[config.mk]
export PLATFORM = sky130hd
export DESIGN_NAME = background_debug_status_regs
export DESIGN_NICKNAME = d
export VERILOG_FILES = /design/src/hw/debug_regs_pkg.sv /design/src/hw/background_debug_status_regs.sv
export SDC_FILE = /design/constraint.sdc
export NUM_CORES = 1
export LEC_CHECK = 0
export BUFFER_PORTS_ARGS = -buffer_cell sky130_fd_sc_hd__buf_2
export CAP_MARGIN = 15
export CORE_MARGIN = 1
export CORE_UTILIZATION = 46
export DETAILED_ROUTE_END_ITERATION = 10
export HOLD_SLACK_MARGIN = 0.15
export PLACE_DENSITY = 0.79
export SLEW_MARGIN = 20
export SYNTH_ARGS = -nofsm -noshare
export SYNTH_HDL_FRONTEND = slang
export SYNTH_SLANG_ARGS = --single-unit
[constraint.sdc]
create_clock -name mclk -period 2.1 [get_ports mclk]
set_input_delay 0.105 -clock mclk [delete_from_list [all_inputs] [get_ports mclk]]
set_output_delay 0.105 -clock mclk [all_outputs]
set_load 0.02 [all_outputs]
[src/hw/debug_regs_pkg.sv]
// Constants for the background debug status register block
package debug_regs_pkg;
    localparam logic [15:0] ADDR_BASE = 16'hff00;
    localparam logic [15:0] ADDR_LAST = 16'hff07;
    localparam logic [15:0] ADDR_STATUS = 16'hff01;
    localparam logic [15:0] ADDR_CCR = 16'hff06;
    localparam logic [15:0] ADDR_INR = 16'hff07;
    localparam int BIT_ENABLE = 7;
    localparam int BIT_ACTIVE = 6;
    localparam int BIT_TAG = 5;
    localparam int BIT_SDV = 4;
    localparam int BIT_TRACE = 3;
    localparam int BIT_CLKSEL = 2;
    localparam int BIT_UNSECURE_FLAG = 1;
    localparam logic [7:0] CCR_SPECIAL_RESET = 8'hd8;
    localparam logic [7:0] CCR_RESET = 8'hd0;
    localparam int TAG_DELAY_CYCLES = 16;
    localparam int CLK_SWITCH_CYCLES = 150;
    localparam logic [7:0] TAG_CNT_W = 8'd16;
    localparam logic [7:0] CLK_CNT_W = 8'd150;
    typedef enum logic [1:0] {
        MODE_NORMAL = 2'b00,
        MODE_SPECIAL_SINGLE = 2'b01,
        MODE_SPECIAL_PERIPH = 2'b11,
        MODE_EMULATION = 2'b10
    } chip_mode_t;
endpackage

[src/hw/background_debug_status_regs.sv]
// Background debug status, saved condition codes and register position shadow
//
// Function
// - Tag low half when low tag pin low
// - Registers served only to debug-map commands
// - Status at ff01, active resets per mode
// - Active set by entry, cleared by firmware
// - Enable gates activation; hardware commands unaffected
// - Firmware sets enable after reset, verify
// - Entry sets active, maps firmware table
// - Tag bit by tag-go; 16-cycle start
// - Data-valid set on data, cleared next command
// - Trace follows back-to-back single-step commands
// - Clock switch waits 150 cycles, next command
// - Clock chosen from PLL select and bit
// - Acknowledge of switching write uses new clock
// - Unsecure resets zero, secure firmware writes
// - Unsecure clears security until reset or a secure firmware write of zero
// - Saved codes capture on entry, d8 special single-chip
// - Saved codes readable, writable, restored value
// - Position register read-only, shadows base bits
// - Registers visible ff00-ff07 only while active
`timescale 1ns/100ps
module background_debug_status_regs (
    input wire logic mclk,
    input wire logic rst,
    input wire debug_regs_pkg::chip_mode_t chip_mode,
    input wire logic debug_map_read_cmd,
    input wire logic debug_map_write_cmd,
    input wire logic hw_cmd,
    input wire logic secure_fw,
    input wire logic std_fw,
    input wire logic [15:0] addr,
    input wire logic [7:0] wdata,
    input wire logic cpu_rd,
    input wire logic [15:0] cpu_addr,
    input wire logic activate_req,
    input wire logic exit_store,
    input wire logic tag_go_command,
    input wire logic fw_data_done,
    input wire logic cmd_received,
    input wire logic single_step_command,
    input wire logic [7:0] condition_code_register,
    input wire logic [3:0] block_base_bits,
    input wire logic pll_select_input,
    input wire logic external_bus_clock,
    input wire logic low_byte_tag_pin,
    input wire logic low_strobe_en,
    input wire logic iq_load,
    output logic [7:0] rdata,
    output logic rdata_valid,
    output logic user_read_blocked,
    output logic debug_active_flag,
    output logic fw_table_mapped,
    output logic serial_enabled,
    output logic tagging_active,
    output logic low_tag,
    output logic use_alt_clock,
    output logic clock_switch_busy,
    output logic security_off,
    output logic [7:0] ccr_restore
);
    import debug_regs_pkg::*;

    // Status bits
    logic enable_q;
    logic active_q;
    logic tag_q;
    logic sdv_q;
    logic trace_q;
    logic clksel_q;
    logic unsecure_flag_q;
    // Saved codes and delay counters
    logic [7:0] ccr_q;
    logic [7:0] tag_cnt_q;
    logic [7:0] clk_cnt_q;
    // Tagging, serial and edge state
    logic tagging_q;
    logic serial_q;
    logic ext_clk_q;
    logic low_tag_q;
    // Registered outputs
    logic [7:0] rdata_q;
    logic rdata_valid_q;
    logic user_block_q;
    logic alt_q;
    logic busy_q;
    // Decode wires
    logic special_single;
    logic reset_active;
    logic wr_status;
    logic wr_ccr;
    logic rd_hit;
    logic enter;
    logic cmd_ok;
    logic ext_fall;
    logic wr_enable;
    logic wr_clksel;
    logic clk_change;
    logic wr_unsecure_flag;
    logic fw_exit;
    logic tag_start;
    logic tag_done;
    logic tag_counting;
    logic clk_counting;
    logic user_hit;
    logic alt_sel;
    logic low_tag_d;
    logic [7:0] status_view;
    logic [7:0] position_view;
    logic [7:0] rdata_d;

    // Mode decode: the active flag comes out of reset set in both special modes
    assign special_single = (chip_mode == MODE_SPECIAL_SINGLE);
    assign reset_active = special_single || (chip_mode == MODE_SPECIAL_PERIPH);

    // Commands are only served while the serial system is on
    assign cmd_ok = serial_q;
    assign wr_status = debug_map_write_cmd && cmd_ok && (addr == ADDR_STATUS);
    assign wr_ccr = debug_map_write_cmd && cmd_ok && (addr == ADDR_CCR);
    assign rd_hit = debug_map_read_cmd && cmd_ok &&
                    (addr >= ADDR_BASE) && (addr <= ADDR_LAST);

    // Write qualifiers per bit: who may change what
    assign wr_enable = wr_status && (hw_cmd || std_fw || secure_fw);
    assign wr_clksel = wr_status && hw_cmd;
    assign clk_change = wr_clksel && (wdata[BIT_CLKSEL] != clksel_q);
    assign wr_unsecure_flag = wr_status && secure_fw && special_single;
    assign fw_exit = exit_store && std_fw;

    // Entry is refused while the enable bit is clear
    assign enter = activate_req && enable_q && !active_q;

    // Tag-go start and the end of the start-up count
    assign tag_start = tag_go_command && cmd_ok;
    assign tag_counting = (tag_cnt_q != 8'h00);
    assign tag_done = (tag_cnt_q == 8'h01);
    assign clk_counting = (clk_cnt_q != 8'h00);

    // Low tag on a falling external clock seen through mclk sampling
    assign ext_fall = ext_clk_q && !external_bus_clock;
    assign low_tag_d = tagging_q && low_strobe_en && iq_load && ext_fall &&
                       !low_byte_tag_pin;

    // User reads of the debug window, and clock choice
    assign user_hit = cpu_rd && !active_q &&
                      (cpu_addr >= ADDR_BASE) && (cpu_addr <= ADDR_LAST);
    assign alt_sel = pll_select_input && !clksel_q;

    // Read views; bit 0 of status is unimplemented
    assign status_view = {enable_q, active_q, tag_q, sdv_q, trace_q, clksel_q, unsecure_flag_q,
                          1'b0};
    assign position_view = {1'b0, block_base_bits, 3'b000};

    // Read data selection by address
    assign rdata_d = (addr == ADDR_STATUS) ? status_view :
                     (addr == ADDR_CCR) ? ccr_q :
                     (addr == ADDR_INR) ? position_view : 8'h00;

    // Enable bit, set by host or firmware writes
    always_ff @(posedge mclk) begin
        if (rst) begin
            enable_q <= 1'b0;
        end else if (wr_enable) begin
            enable_q <= wdata[BIT_ENABLE];
        end
    end

    // Active flag: set on entry, cleared by the timed firmware store
    always_ff @(posedge mclk) begin
        if (rst) begin
            active_q <= reset_active;
        end else if (enter) begin
            active_q <= 1'b1;
        end else if (fw_exit) begin
            active_q <= 1'b0;
        end
    end

    // Tag bit; entry drops tagging and brings the serial system back
    always_ff @(posedge mclk) begin
        if (rst) begin
            tag_q <= 1'b0;
        end else if (enter) begin
            tag_q <= 1'b0;
        end else if (tag_start) begin
            tag_q <= 1'b1;
        end
    end

    // Start-up count between tag-go and the start of tagging
    always_ff @(posedge mclk) begin
        if (rst) begin
            tag_cnt_q <= 8'h00;
        end else if (enter) begin
            tag_cnt_q <= 8'h00;
        end else if (tag_start) begin
            tag_cnt_q <= TAG_CNT_W;
        end else if (tag_counting) begin
            tag_cnt_q <= tag_cnt_q - 8'h01;
        end
    end

    // Tagging turns the serial system off; no command is taken meanwhile
    always_ff @(posedge mclk) begin
        if (rst) begin
            tagging_q <= 1'b0;
            serial_q <= 1'b1;
        end else if (enter) begin
            tagging_q <= 1'b0;
            serial_q <= 1'b1;
        end else if (!tag_start && tag_done) begin
            tagging_q <= 1'b1;
            serial_q <= 1'b0;
        end
    end

    // Shift-data-valid: set wins over clear in the same cycle
    always_ff @(posedge mclk) begin
        if (rst) begin
            sdv_q <= 1'b0;
        end else if (fw_data_done) begin
            sdv_q <= 1'b1;
        end else if (cmd_received || fw_exit) begin
            sdv_q <= 1'b0;
        end
    end

    // Trace follows back-to-back single-step commands
    always_ff @(posedge mclk) begin
        if (rst) begin
            trace_q <= 1'b0;
        end else if (cmd_received) begin
            trace_q <= single_step_command;
        end
    end

    // Clock select bit, hardware commands only
    always_ff @(posedge mclk) begin
        if (rst) begin
            clksel_q <= 1'b0;
        end else if (wr_clksel) begin
            clksel_q <= wdata[BIT_CLKSEL];
        end
    end

    // Switch delay: a rewrite of the same value must not stall the count
    always_ff @(posedge mclk) begin
        if (rst) begin
            clk_cnt_q <= 8'h00;
        end else if (clk_change) begin
            clk_cnt_q <= CLK_CNT_W;
        end else if (clk_counting) begin
            clk_cnt_q <= clk_cnt_q - 8'h01;
        end
    end

    // Unsecure bit: secure firmware in special single-chip only
    always_ff @(posedge mclk) begin
        if (rst) begin
            unsecure_flag_q <= 1'b0;
        end else if (wr_unsecure_flag) begin
            unsecure_flag_q <= wdata[BIT_UNSECURE_FLAG];
        end
    end

    // Saved condition codes; entry capture wins over a write
    always_ff @(posedge mclk) begin
        if (rst) begin
            ccr_q <= special_single ? CCR_SPECIAL_RESET : CCR_RESET;
        end else if (enter) begin
            ccr_q <= condition_code_register;
        end else if (wr_ccr) begin
            ccr_q <= wdata;
        end
    end

    // Read port; the position register never takes a write
    always_ff @(posedge mclk) begin
        if (rst) begin
            rdata_q <= 8'h00;
            rdata_valid_q <= 1'b0;
        end else begin
            rdata_q <= rdata_d;
            rdata_valid_q <= rd_hit;
        end
    end

    // External clock history and low-byte tag pulse
    always_ff @(posedge mclk) begin
        if (rst) begin
            ext_clk_q <= 1'b0;
            low_tag_q <= 1'b0;
        end else begin
            ext_clk_q <= external_bus_clock;
            low_tag_q <= low_tag_d;
        end
    end

    // Map visibility, clock choice and switch busy
    always_ff @(posedge mclk) begin
        if (rst) begin
            user_block_q <= 1'b0;
            alt_q <= 1'b0;
            busy_q <= 1'b0;
        end else begin
            user_block_q <= user_hit;
            alt_q <= alt_sel;
            busy_q <= clk_counting;
        end
    end

    // Outputs straight from their flip-flops
    assign rdata = rdata_q;
    assign rdata_valid = rdata_valid_q;
    assign user_read_blocked = user_block_q;
    assign debug_active_flag = active_q;
    assign fw_table_mapped = active_q;
    assign serial_enabled = serial_q;
    assign tagging_active = tagging_q;
    assign low_tag = low_tag_q;
    assign use_alt_clock = alt_q;
    assign clock_switch_busy = busy_q;
    assign security_off = unsecure_flag_q;
    assign ccr_restore = ccr_q;
endmodule

* Word-level counts from Yosys, hierarchy flattened
Index checks and enable logic that the tools add are counted.
** Word-level totals
- Memories :: 0
- Memory bits (read-only) :: 0
- Bits in writable memories :: 0
- Bits of input ports :: 73
- Bits in latches :: 0
- Bits in registers :: 47
- Output and inout port bits :: 26
** Operators by class
- Shifts and indexed selects :: 0
- $lt $le $gt $ge :: 4
- Multiply operators :: 0
- Bitwise logic cells :: 0
- Equal/unequal tests :: 7
- Mux-type cells :: 16
- Reduce and logical (&&, ||, !) cells :: 45
- Divide/modulo/power cells :: 0
- Add/subtract/negate cells :: 2
** Operators by type and width (number)
- $mux W8 :: 7
- $eq A16 B16 Y1 const B :: 3
- $ge A16 B16 Y1 const B :: 2
- $le A16 B16 Y1 const B :: 2
- $logic_and A1 B1 Y1 :: 25
- $reduce_bool A8 Y1 :: 2
- $sub A8 B1 Y8 const B :: 2
- $mux W5 :: 2
- $eq A8 B1 Y1 const B :: 1
- $mux W7 :: 1
- $reduce_bool A2 Y1 :: 3
- $reduce_bool A3 Y1 :: 2
- $reduce_or A2 Y1 :: 3
- $logic_not A1 Y1 :: 5
- $mux W1 :: 5
- $logic_or A1 B1 Y1 :: 4
- $mux W4 :: 1
- $reduce_or A3 Y1 :: 1
- $eq A2 B1 Y1 const B :: 1
- $eq A2 B2 Y1 const B :: 1
- $ne A1 B1 Y1 :: 1

* Depth between registers and ports, before layout
Gate-level depths: netlist of run 1.
- Depth in word-level cells :: 5
- Depth in mapped cells :: 6

* Worst setup path before layout of run 1
OpenSTA, ideal clock, no wires.
- Kind :: register -> register
- From :: register serial_q, in the netlist serial_enabled
- To :: register ccr_q[0], in the netlist ccr_restore[0], enable pin
- Period minus slack after synthesis :: 1.595 ns
- Data arrival time :: 1.266 ns
- Buffers on the path :: 1
- Library setup time :: 0.329 ns
- Required time :: 1.771 ns
- Path slack :: 0.505 ns
- Stages on the path, launching flop included :: 6
- Cell sequence :: dfxtp_1 -> and2_1 -> and2_2 -> buf_2 -> nand3_1 -> nand2_1
** On the way
- Word-level cells in the longest chain between the ends :: 3
** RTL lines
- from (decl) :: RTL line background_debug_status_regs.sv:79 : logic serial_q;
- from (signal assigned) :: RTL line background_debug_status_regs.sv:208 : serial_q <= 1'b1;
- from (signal assigned) :: RTL line background_debug_status_regs.sv:211 : serial_q <= 1'b1;
- from (signal assigned) :: RTL line background_debug_status_regs.sv:214 : serial_q <= 1'b0;
- $logic_and A1 B1 Y1 (2 in a row) :: RTL line background_debug_status_regs.sv:120 : assign wr_ccr = debug_map_write_cmd && cmd_ok && (addr == ADDR_CCR);
- $reduce_bool A3 Y1 (no source line)
- to (signal assigned) :: RTL line background_debug_status_regs.sv:270 : ccr_q <= special_single ? CCR_SPECIAL_RESET : CCR_RESET;
- to (signal assigned) :: RTL line background_debug_status_regs.sv:272 : ccr_q <= condition_code_register;
- to (signal assigned) :: RTL line background_debug_status_regs.sv:274 : ccr_q <= wdata;
- to (decl) :: RTL line background_debug_status_regs.sv:74 : logic [7:0] ccr_q;
Every way passes these cells.
A chain may end at the register's enable or synchronous reset.

* Worst setup path after layout of run 1
- From :: input port addr[3]
- To :: register clksel_q
** On the way
- Word-level cells in the longest chain between the ends :: 3
** RTL lines
- from (decl) :: RTL line background_debug_status_regs.sv:33 : input wire logic [15:0] addr,
- $eq A16 B16 Y1 :: RTL line background_debug_status_regs.sv:119 : assign wr_status = debug_map_write_cmd && cmd_ok && (addr == ADDR_STATUS);
- $logic_and A1 B1 Y1 :: RTL line background_debug_status_regs.sv:119
- $logic_and A1 B1 Y1 :: RTL line background_debug_status_regs.sv:126 : assign wr_clksel = wr_status && hw_cmd;
- to (signal assigned) :: RTL line background_debug_status_regs.sv:243 : clksel_q <= wdata[BIT_CLKSEL];
- to (decl) :: RTL line background_debug_status_regs.sv:71 : logic clksel_q;
Every way passes these cells.

==> run summary, run 1 <==
Setup slack at placement -> 419.2 ps
Share of layout cells above drive strength 1 -> 0.3371
Placed Instance Area -> 0.002698 sq mm
Buf/Inv on CP -> 3
Initial cell density of the core -> 0.4876
Cell area after layout -> 0.003216 sq mm
Vias per std cell -> 5.456
Crit path required time -> 2330 ps
Non-filler instance count after layout -> 408
Cell family contributing the most delay on the critical path -> buffers and inverters
Hold Vio Cnt, Final -> 0
Most used flip-flop cell after synthesis -> sky130_fd_sc_hd__dfxtp_1
GRT Residual Overflow -> 0
Die Width -> 70.64 microns
Count of unresolved DRC violations after routing -> 19
Wire length per cell -> 15.76 microns
Most frequent cells after synthesis -> sky130_fd_sc_hd__dfxtp_1, sky130_fd_sc_hd__nor2_1, sky130_fd_sc_hd__nand2_1
Failing checks -> design-rule violations
Highest-utilization routing layer at the global route stage -> met2
Worst slew margin relative to its limit -> 0.5998
Register bit total from synthesis -> 47
Number of global-route vias before repair -> 2219
Number of standard-cell rows in the floorplan -> 24
Launching element type of the critical path -> input pin
Die footprint -> 0.004989 sq mm
ANT cells -> 0
Pins Over Slew Limit -> 0
Most used standard cell by instance count after synthesis -> sky130_fd_sc_hd__dfxtp_1
Period Utilization, post-route -> 0.9492
P_leak -> 1.459 nW
All-layer global routing usage -> 0.2642
Die span in y -> 70.64 microns
Series of cell instances along the critical path -> dlygate4sd3_1, buf_2, nor4b_4, and3_1, nand4_1, dlygate4sd3_1, a21oi_1
Antenna violation net count after detailed routing -> 0
Post-detailed-routing wire length -> 6430 microns
Cell area power density -> 874.4 mW/mm^2
Detailed-placement wirelength estimate -> 3954 microns
Number of top-level design ports -> 99
Post-synth ARST share -> 0
Clk root buf -> sky130_fd_sc_hd__clkbuf_8
Count of input and output buffers -> 95
RSZ-0062 raised after global routing -> false
Clock network latency to the later pin of the worst-skew pair -> 310 ps
Layout Area Growth over Synthesis -> 48.38%
TritonCTS clock tree -> yes
Clock buffers created by TritonCTS -> 5
Via total after detailed routing -> 2226
Starting DRC count in detailed routing -> 185
Portion of the post-synthesis area used by sequential elements -> 0.4758
Total number of H-tree levels -> 2
Setup-failing EPs final -> 0
Dominant cells by area after synthesis -> sky130_fd_sc_hd__dfxtp_1, sky130_fd_sc_hd__edfxtp_1, sky130_fd_sc_hd__nor2_1, sky130_fd_sc_hd__mux2i_1, sky130_fd_sc_hd__ha_1
Critical path data arrival time -> 2220 ps
Worst-path fanout max -> 5
Sink count of the clock tree -> 47
Core Box Area -> 0.004444 sq mm
Clock tree skew after final layout -> 12.29 ps
Number of detailed-routing iterations run before antenna repair -> 8
Slew at the pin closest to its max-slew limit -> 595.7 ps
Weighted congestion reported at the end of routability-driven placement -> 0.8203
Synth unique cells -> 50
GR Layer Usage met2 -> 0.5092
Number of max-cap violations -> 0
Warnings from Yosys -> 0
Wire length of the first global-routing pass -> 10070 microns
Number of flops mapped to enable cells by yosys -> 9
Post-Synthesis Mean Instance Area -> 10.13 sq um
Clock-pin slew of the registers on the worst-case setup and hold paths -> 80 ps
Result of the run -> complete, but fails checks
Layout Nets -> 433
Type of the worst min-delay path -> in2reg
Slowest cell on crit path -> sky130_fd_sc_hd__dlygate4sd3_1
Crit end category -> flop
Antenna violations before repair -> 0
Largest net degree at the start of global routing -> 17
CP max stage delay -> 560 ps
Syn_nets -> 292
Layout fillers -> 318
Cells after DPL -> 357
Aggregate negative setup slack -> 0 ps
Post-route worst setup slack -> 106.7 ps
Achievable Freq -> 0.5017 GHz
GR Util met3 -> 0.05983
Final min period -> 1993 ps
Gate count after technology mapping -> 214
Critical path type -> in2reg
Worst IR Drop VDD -> 0.6156 mV
Cell area after synthesis -> 0.002167 sq mm
Most used cell along the critical path -> sky130_fd_sc_hd__dlygate4sd3_1
Clock Tree Buf Depth -> 2
Met1 Use GR -> 0.2735
Synth area leader -> sky130_fd_sc_hd__dfxtp_1
Share of the synthesized area in the top cell type -> 0.3510
-- placed cells by master (no fill, tap or decap), types with 3 or more instances in the layout --
cell,Yosys,routed
sky130_fd_sc_hd__xnor2_1,4,4
sky130_fd_sc_hd__a31oi_1,3,3
sky130_fd_sc_hd__xor2_1,7,7
sky130_fd_sc_hd__buf_4,1,5
sky130_fd_sc_hd__dfxtp_1,38,38
sky130_fd_sc_hd__o21ai_0,4,4
sky130_fd_sc_hd__buf_2,2,95
sky130_fd_sc_hd__dlygate4sd3_1,0,41
sky130_fd_sc_hd__a21oi_1,9,9
sky130_fd_sc_hd__o22a_1,3,3
sky130_fd_sc_hd__nor2_1,20,20
sky130_fd_sc_hd__o2bb2ai_1,4,4
sky130_fd_sc_hd__nor4b_4,2,3
sky130_fd_sc_hd__nand2_1,13,13
sky130_fd_sc_hd__and3_1,4,4
sky130_fd_sc_hd__ha_1,5,5
sky130_fd_sc_hd__edfxtp_1,9,9
sky130_fd_sc_hd__nand4_1,7,7
sky130_fd_sc_hd__a22o_1,6,6
sky130_fd_sc_hd__nand4b_1,3,3
sky130_fd_sc_hd__nor3_1,9,9
sky130_fd_sc_hd__nand3_1,9,9
sky130_fd_sc_hd__clkbuf_8,0,5
sky130_fd_sc_hd__and4b_1,3,3
sky130_fd_sc_hd__mux2i_1,7,7
sky130_fd_sc_hd__inv_1,6,6
sky130_fd_sc_hd__nor3b_1,3,3
sky130_fd_sc_hd__clkinv_2,0,3
-- final timing paths --
kind | slack (ps) | startpoint | endpoint | cells after the start
max | 110 | addr[3] | clksel_q | 7
min | 190 | chip_mode[0] | debug_active_flag | 3
max reg2reg | 110 | enable_q | ccr_restore[3] | 4
min reg2reg | 490 | sdv_q | rdata[4] | 1
-- through the flow --
| step | power (W) | util | hold slack [ps] |
|---|---|---|---|
| after global routing | 0.003018 | 0.7235 | 188.8 |
| after floorplan | 0.001987 | - | 182.0 |
| after global placement | 0.002198 | 0.6070 | 320.9 |
| after detailed placement | 0.002228 | 0.6070 | 336.1 |
| final | 0.002812 | 0.7235 | 185.1 |
| after CTS | 0.002797 | 0.7182 | 173.0 |
-- worst reg2reg max path, stage by stage (launching register included) --
cell and delay (ps):
sky130_fd_sc_hd__dfxtp_1 410, sky130_fd_sc_hd__nand2_1 110, sky130_fd_sc_hd__o21ba_2 300, sky130_fd_sc_hd__a221o_1 360, sky130_fd_sc_hd__dlygate4sd3_1 550
-- state kept, by name (all words and copies together), names as in the netlist --
register	cells
ccr_restore	8
clk_cnt_q	8
rdata	8
tag_cnt_q	8
clksel_q	1
clock_switch_busy	1
debug_active_flag	1
enable_q	1
ext_clk_q	1
low_tag	1
rdata_valid	1
sdv_q	1
security_off	1
serial_enabled	1
tag_q	1
tagging_active	1
trace_q	1
use_alt_clock	1
user_read_blocked	1
-- power by group --
part / switching, W / internal [W] / total, W
clock: 0.000300 / 0.000228 / 0.000528
combinational: 0.000537 / 0.000539 / 0.00108
sequential: 0.000128 / 0.00108 / 0.00121
-- layer usage --
metal  part of all wire  up-vias
met5                  0        -
met4              0.025        0
met3              0.061       18
met2               0.52       95
met1               0.39     1036
li1                   -     1077
-- repair_timing --
action,4_1_cts,5_1_grt
hold buffers,41,0
gates resized for setup,0,1
hold endpoints to repair,25,0
setup buffers,0,2
endpoints found under the setup margin,0,2
-- final cells by class --
type | count | area (sq um) | share of cell area
Clock inverter | 3 | 15.01 | 0.004669
Sequential cell | 47 | 1031 | 0.3206
Tap cell | 52 | 65.06 | 0.02023
Inverter | 6 | 22.52 | 0.007004
Multi-Input combinational cell | 154 | 1090 | 0.3389
Clock buffer | 5 | 68.82 | 0.02140
Timing Repair Buffer | 141 | 923.4 | 0.2872
-- logic make-up after synthesis --
group                      after synthesis  synth area share
and+or+nand+nor                         95            0.2737
DFF                                     47            0.4758
AOI/OAI and AO/OA                       35            0.1143
buffers and inverters                   13           0.02540
xor gates and xnor gates                11           0.04446
muxes                                    8           0.03753
adders and majority gates                5           0.02887
Note: power is estimated with default switching activity, not from simulation.
==> run 2: changes to the inputs <==
--- a/config.mk
+++ b/config.mk
@@ -12,6 +12,7 @@
 export DETAILED_ROUTE_END_ITERATION = 10
 export HOLD_SLACK_MARGIN = 0.15
 export PLACE_DENSITY = 0.79
+export REMOVE_ABC_BUFFERS = 1
 export SLEW_MARGIN = 20
 export SYNTH_ARGS = -nofsm -noshare
 export SYNTH_HDL_FRONTEND = slang
==> run 2 against run 1 <==
Against the previous run:
- the flow still finishes with violations (design-rule violations)
- clock skew down 4.7 ps
- die area unchanged
- flip-flop and latch count is the same
- final area down 0.35%
- critical path depth decreased by 4
- via count down 2.2%
- cell count fell by 1.5%
==> run summary, run 2 (synthesis results as in run 1) <==
Crit end category -> flop
Critical path type -> reg2reg
Cell area power density -> 957.0 mW/mm^2 (+9.5%)
Footprint of the multi-input gates -> 0.001081 sq mm (-0.80%)
Layout Area Growth over Synthesis -> 47.86%
Die Width -> 70.64 microns (unchanged)
Cell area after layout -> 0.003204 sq mm (-0.35%)
Clock Tree Buf Depth -> 2 (unchanged)
TritonCTS clock tree -> yes
Wire length per cell -> 14.88 microns (-5.6%)
Clock-pin slew of the registers on the worst-case setup and hold paths -> 90 ps (about the same)
Sink count of the clock tree -> 47 (unchanged)
Worst slew margin relative to its limit -> 0.6922 (+0.09242)
Crit path required time -> 2160 ps (-170 ps)
Worst IR Drop VDD -> 0.6626 mV (+7.6%)
Number of top-level design ports -> 99 (unchanged)
Pins Over Slew Limit -> 0 (unchanged)
Critical path data arrival time -> 2110 ps (-110 ps)
Antenna violation net count after detailed routing -> 0 (unchanged)
Number of buffers added for setup after CTS -> 0 (unchanged)
Post-detailed-routing wire length -> 5980 microns (-7.0%)
Detailed-placement wirelength estimate -> 3916 microns (-0.97%)
Vias per std cell -> 5.415 (-0.74%)
Die span in y -> 70.64 microns (unchanged)
Worst reg2reg setup slack -> 50 ps (-60 ps)
Antenna violations before repair -> 0 (unchanged)
Cells after DPL -> 357 (unchanged)
All-layer global routing usage -> 0.2490 (-0.01514)
Most used cells in the layout excluding fill and tap cells -> sky130_fd_sc_hd__buf_2, sky130_fd_sc_hd__dfxtp_1, sky130_fd_sc_hd__dlygate4sd3_1, sky130_fd_sc_hd__nor2_1, sky130_fd_sc_hd__nand2_1
Placed Instance Area -> 0.002698 sq mm (unchanged)
Layout Nets -> 427 (-1.4%)
Count of unresolved DRC violations after routing -> 20 (+1)
Initial cell density of the core -> 0.4876 (unchanged)
Hold Vio Cnt, Final -> 0 (unchanged)
Largest net degree at the start of global routing -> 16 (-1)
Wire length of the first global-routing pass -> 9756 microns (-3.2%)
Die footprint -> 0.004989 sq mm (unchanged)
Number of global-route vias before repair -> 2232 (+0.59%)
Clk root buf -> sky130_fd_sc_hd__clkbuf_8
P_leak -> 1.455 nW (-0.25%)
Launching element type of the critical path -> flop
Share of layout cells above drive strength 1 -> 0.3371 (about the same)
Slew at the pin closest to its max-slew limit -> 458.2 ps (-137.6 ps)
Final min period -> 2053 ps (+59.28 ps)
RSZ-0062 raised after global routing -> false
Core Box Area -> 0.004444 sq mm (unchanged)
Via total after detailed routing -> 2177 (-2.2%)
Starting DRC count in detailed routing -> 171 (-7.6%)
Worst-path fanout max -> 12 (+7)
Flip-flop and latch area -> 0.001031 sq mm (unchanged)
ANT cells -> 0 (unchanged)
Achievable Freq -> 0.4872 GHz (-2.9%)
Final-layout worst hold slack -> 163.1 ps (-21.98 ps)
Layout fillers -> 338 (+6.3%)
Result of the run -> complete, but fails checks
Weighted congestion reported at the end of routability-driven placement -> 0.7812 (-4.8%)
Number of standard-cell rows in the floorplan -> 24 (unchanged)
Most common cell after layout, fill and taps aside -> sky130_fd_sc_hd__buf_2
Period Utilization, post-route -> 0.9774 (+0.02823)
Non-filler instance count after layout -> 402 (-1.5%)
Hold buffers post-CTS -> 37 (-9.8%)
Clock buffers created by TritonCTS -> 5 (unchanged)
Setup-failing EPs final -> 0 (unchanged)
Clock network latency to the later pin of the worst-skew pair -> 300 ps (about the same)
Clock tree skew after final layout -> 7.560 ps (-4.730 ps)
GRT Residual Overflow -> 0 (unchanged)
Aggregate negative setup slack -> 0 ps (unchanged)
Number of detailed-routing iterations run before antenna repair -> 7 (-1)
Number of max-cap violations -> 0 (unchanged)
Post-CTS sizing -> 0 (unchanged)
Total power draw -> 0.003067 W (+9.1%)
Type of the worst min-delay path -> in2reg
Total number of H-tree levels -> 2 (unchanged)
Failing checks -> design-rule violations
Count of input and output buffers -> 95 (unchanged)
==> run 2: layer usage <==
layer  vias up  global-route usage  share of wire
met3        11             0.06410          0.078
met4         0             0.06889         0.0087
li1       1063                   -              -
met5         -                   0              0
met1      1009              0.2565           0.38
met2        94              0.4941           0.53
==> run 2: final timing paths <==
check | startpoint | endpoint | depth (start not counted)
max | debug_active_flag | ccr_restore[3] | 3
min | chip_mode[0] | debug_active_flag | 3
max reg2reg | debug_active_flag | ccr_restore[3] | 3
min reg2reg | trace_q | rdata[3] | 1
==> run 2: worst max-delay path, stage by stage, from the launching register on <==
cell	delay (ps)
sky130_fd_sc_hd__edfxtp_1	510
sky130_fd_sc_hd__o21ba_2	360
sky130_fd_sc_hd__a221o_1	380
sky130_fd_sc_hd__dlygate4sd3_1	560
==> run 2: per-stage QoR <==
stage / worst slack [ps] / util
floorplan: 546.8 / -
global placement: 481.2 / 0.6070
detailed placement: 463.9 / 0.6070
CTS: 74.31 / 0.7210
global route: 2.156 / 0.7210
finish: 47.44 / 0.7210
==> run 2: where the power goes <==
part,internal (W),leakage [nW],switching [W]
Combinational,0.000526,0.992,0.000537
Sequential,0.00108,0.399,0.000138
Clock,0.000475,0.0644,0.000312
Total,0.00208,1.45,0.000987
==> run 2: final cells by class <==
class / instances / area share
Timing Repair Buffer: 135 / 0.2710
Multi-Input combinational cell: 154 / 0.3374
Clock buffer: 5 / 0.02148
Sequential cell: 47 / 0.3218
Tap cell: 52 / 0.02030
Inverter: 6 / 0.007029
Clock inverter: 3 / 0.02109
==> run 3: changes to the inputs <==
--- a/config.mk
+++ b/config.mk
@@ -7,11 +7,13 @@
 export LEC_CHECK = 0
 export BUFFER_PORTS_ARGS = -buffer_cell sky130_fd_sc_hd__buf_2
 export CAP_MARGIN = 15
+export CELL_PAD_IN_SITES_DETAIL_PLACEMENT = 0
+export CELL_PAD_IN_SITES_GLOBAL_PLACEMENT = 2
 export CORE_MARGIN = 1
-export CORE_UTILIZATION = 46
+export CORE_UTILIZATION = 27
 export DETAILED_ROUTE_END_ITERATION = 10
 export HOLD_SLACK_MARGIN = 0.15
-export PLACE_DENSITY = 0.79
+export PLACE_DENSITY_LB_ADDON = 0.1
 export REMOVE_ABC_BUFFERS = 1
 export SLEW_MARGIN = 20
 export SYNTH_ARGS = -nofsm -noshare
==> run 3 against run 2 <==
Against the previous run:
- first-iteration DRC count decreased by 74%
- total power shrank 8.3%
- flip-flop and latch count unchanged
- maximum frequency up 1.0%
- critical path type unchanged
- clock-buffer cell count up 2
- worst hold slack worse by 9.4 ps
- die area is 68% higher
- critical endpoint unchanged
- the flow now finishes without violations
- global-route usage fell by 9.1 points
- critical path depth did not move
- combinational power barely moved
- highest routed layer unchanged
- register-to-register slack better by 20 ps
- final area increased by 2.0%
==> run summary, run 3 (synthesis results as in run 1) <==
Result of the run -> complete, no violations
Clk root buf -> sky130_fd_sc_hd__clkbuf_8
Hold Vio Cnt, Final -> 0 (unchanged)
Final-layout worst hold slack -> 153.7 ps (-9.371 ps)
P_leak -> 1.442 nW (-0.90%)
Critical path data arrival time -> 2090 ps (-20 ps)
Die span in y -> 91.59 microns (+30%)
RSZ-0062 raised after global routing -> false
Aggregate negative setup slack -> 0 ps (unchanged)
Clock-pin slew of the registers on the worst-case setup and hold paths -> 90 ps (about the same)
Cell area power density -> 860.7 mW/mm^2 (-10%)
Share of layout cells above drive strength 1 -> 0.3268 (-0.01038)
Worst-path fanout max -> 12 (unchanged)
GRT Residual Overflow -> 0 (unchanged)
Core Box Area -> 0.007727 sq mm (+74%)
Number of top-level design ports -> 99 (unchanged)
Type of the worst min-delay path -> in2reg
Slew at the pin closest to its max-slew limit -> 534.1 ps (+75.95 ps)
Worst slew margin relative to its limit -> 0.6412 (-0.05102)
Final min period -> 2032 ps (-20.43 ps)
Antenna violation net count after detailed routing -> 0 (unchanged)
Detailed-placement wirelength estimate -> 4669 microns (+19%)
All-layer global routing usage -> 0.1578 (-0.09126)
Number of standard-cell rows in the floorplan -> 32 (+33%)
Number of detailed-routing iterations run before antenna repair -> 4 (-3)
Final standard cell utilization of the core -> 0.4229 (-0.2981)
TritonCTS clock tree -> yes
Clock buffers created by TritonCTS -> 5 (unchanged)
Crit path required time -> 2160 ps (about the same)
Die footprint -> 0.008389 sq mm (+68%)
Antenna violations before repair -> 0 (unchanged)
Post-detailed-routing wire length -> 6547 microns (+9.5%)
Critical path type -> reg2reg
Non-filler instance count after layout -> 457 (+14%)
ANT cells -> 0 (unchanged)
Weighted congestion reported at the end of routability-driven placement -> 0.7386 (-5.5%)
Most common cell after layout, fill and taps aside -> sky130_fd_sc_hd__buf_2
Layout Area Growth over Synthesis -> 50.81%
Total number of H-tree levels -> 2 (unchanged)
Clock tree skew after final layout -> 6.650 ps (-0.9099 ps)
Die Width -> 91.59 microns (+30%)
Wire length of the first global-routing pass -> 10230 microns (+4.9%)
Initial cell density of the core -> 0.2804 (-0.2072)
Count of unresolved DRC violations after routing -> 0 (-100%)
Vias per std cell -> 4.718 (-13%)
Number of max-cap violations -> 0 (unchanged)
Cells after DPL -> 407 (+14%)
Setup-failing EPs final -> 0 (unchanged)
Launching element type of the critical path -> flop
Crit end category -> flop
Pins Over Slew Limit -> 0 (unchanged)
Largest net degree at the start of global routing -> 15 (-1)
Via total after detailed routing -> 2156 (-0.96%)
Wire length per cell -> 14.33 microns (-3.7%)
Achievable Freq -> 0.4921 GHz (+1.0%)
Clock network latency to the later pin of the worst-skew pair -> 300 ps (about the same)
Most used cells in the layout excluding fill and tap cells -> sky130_fd_sc_hd__buf_2, sky130_fd_sc_hd__dlygate4sd3_1, sky130_fd_sc_hd__dfxtp_1, sky130_fd_sc_hd__nor2_1, sky130_fd_sc_hd__nand2_1
Starting DRC count in detailed routing -> 44 (-74%)
Period Utilization, post-route -> 0.9677 (-0.009726)
Clock Tree Buf Depth -> 2 (unchanged)
Sink count of the clock tree -> 47 (unchanged)
Number of global-route vias before repair -> 2068 (-7.3%)
Layout Nets -> 433 (+1.4%)
Worst IR Drop VDD -> 0.4587 mV (-31%)
Count of input and output buffers -> 95 (unchanged)
## run 3: worst max-delay path: stages, from the launching register on
cell	delay [ps]
sky130_fd_sc_hd__edfxtp_1	500
sky130_fd_sc_hd__o21ba_2	370
sky130_fd_sc_hd__a221o_1	370
sky130_fd_sc_hd__dlygate4sd3_1	550
## run 3: metal layers
| layer | part of all wire | vias to the layer above | GRT usage |
|---|---|---|---|
| met3 | 0.045 | 9 | 0.03601 |
| li1 | - | 1069 | - |
| met1 | 0.47 | 1016 | 0.2050 |
| met2 | 0.47 | 62 | 0.2581 |
| met5 | 0 | - | 0 |
| met4 | 0.015 | 0 | 0.04894 |
## run 3: layout make-up
cell class	instances	area (sq um)
clock buffer	7	76.32
multi-input combinational	154	1082
timing repair buffer	141	928.4
fill	782	4459
sequential	47	1031
inverter	6	22.52
tap	102	127.6
## run 3: worst paths after layout
check	start	endpoint	slack [ps]	cells past startpoint
max	debug_active_flag	ccr_restore[3]	70	3
min	rst	trace_q	150	2
max reg2reg	debug_active_flag	ccr_restore[3]	70	3
min reg2reg	sdv_q	rdata[4]	480	1
## run 3: power by group
part / switching, W / internal (W)
combinational: 0.000535 / 0.000533
clock: 0.000300 / 0.000230
sequential: 0.000136 / 0.00108
## run 3: repair_timing
action	in CTS	in global routing
setup endpoints to repair	0	1
hold buffers	43	0
buffers inserted	0	0
gates resized for setup	0	1
endpoints found under the hold margin	26	0
## run 3: metrics by stage
step           instance area (sq um)  setup slack, ps  power, W
2_1_floorplan                   2135            546.8  0.001970
3_3_place_gp                    2760            390.1  0.002246
3_5_place_dp                    2760            382.1  0.002251
4_1_cts                         3267            71.30  0.002847
5_1_grt                         3268            12.22  0.003014
6_report                        3268            67.86  0.002813
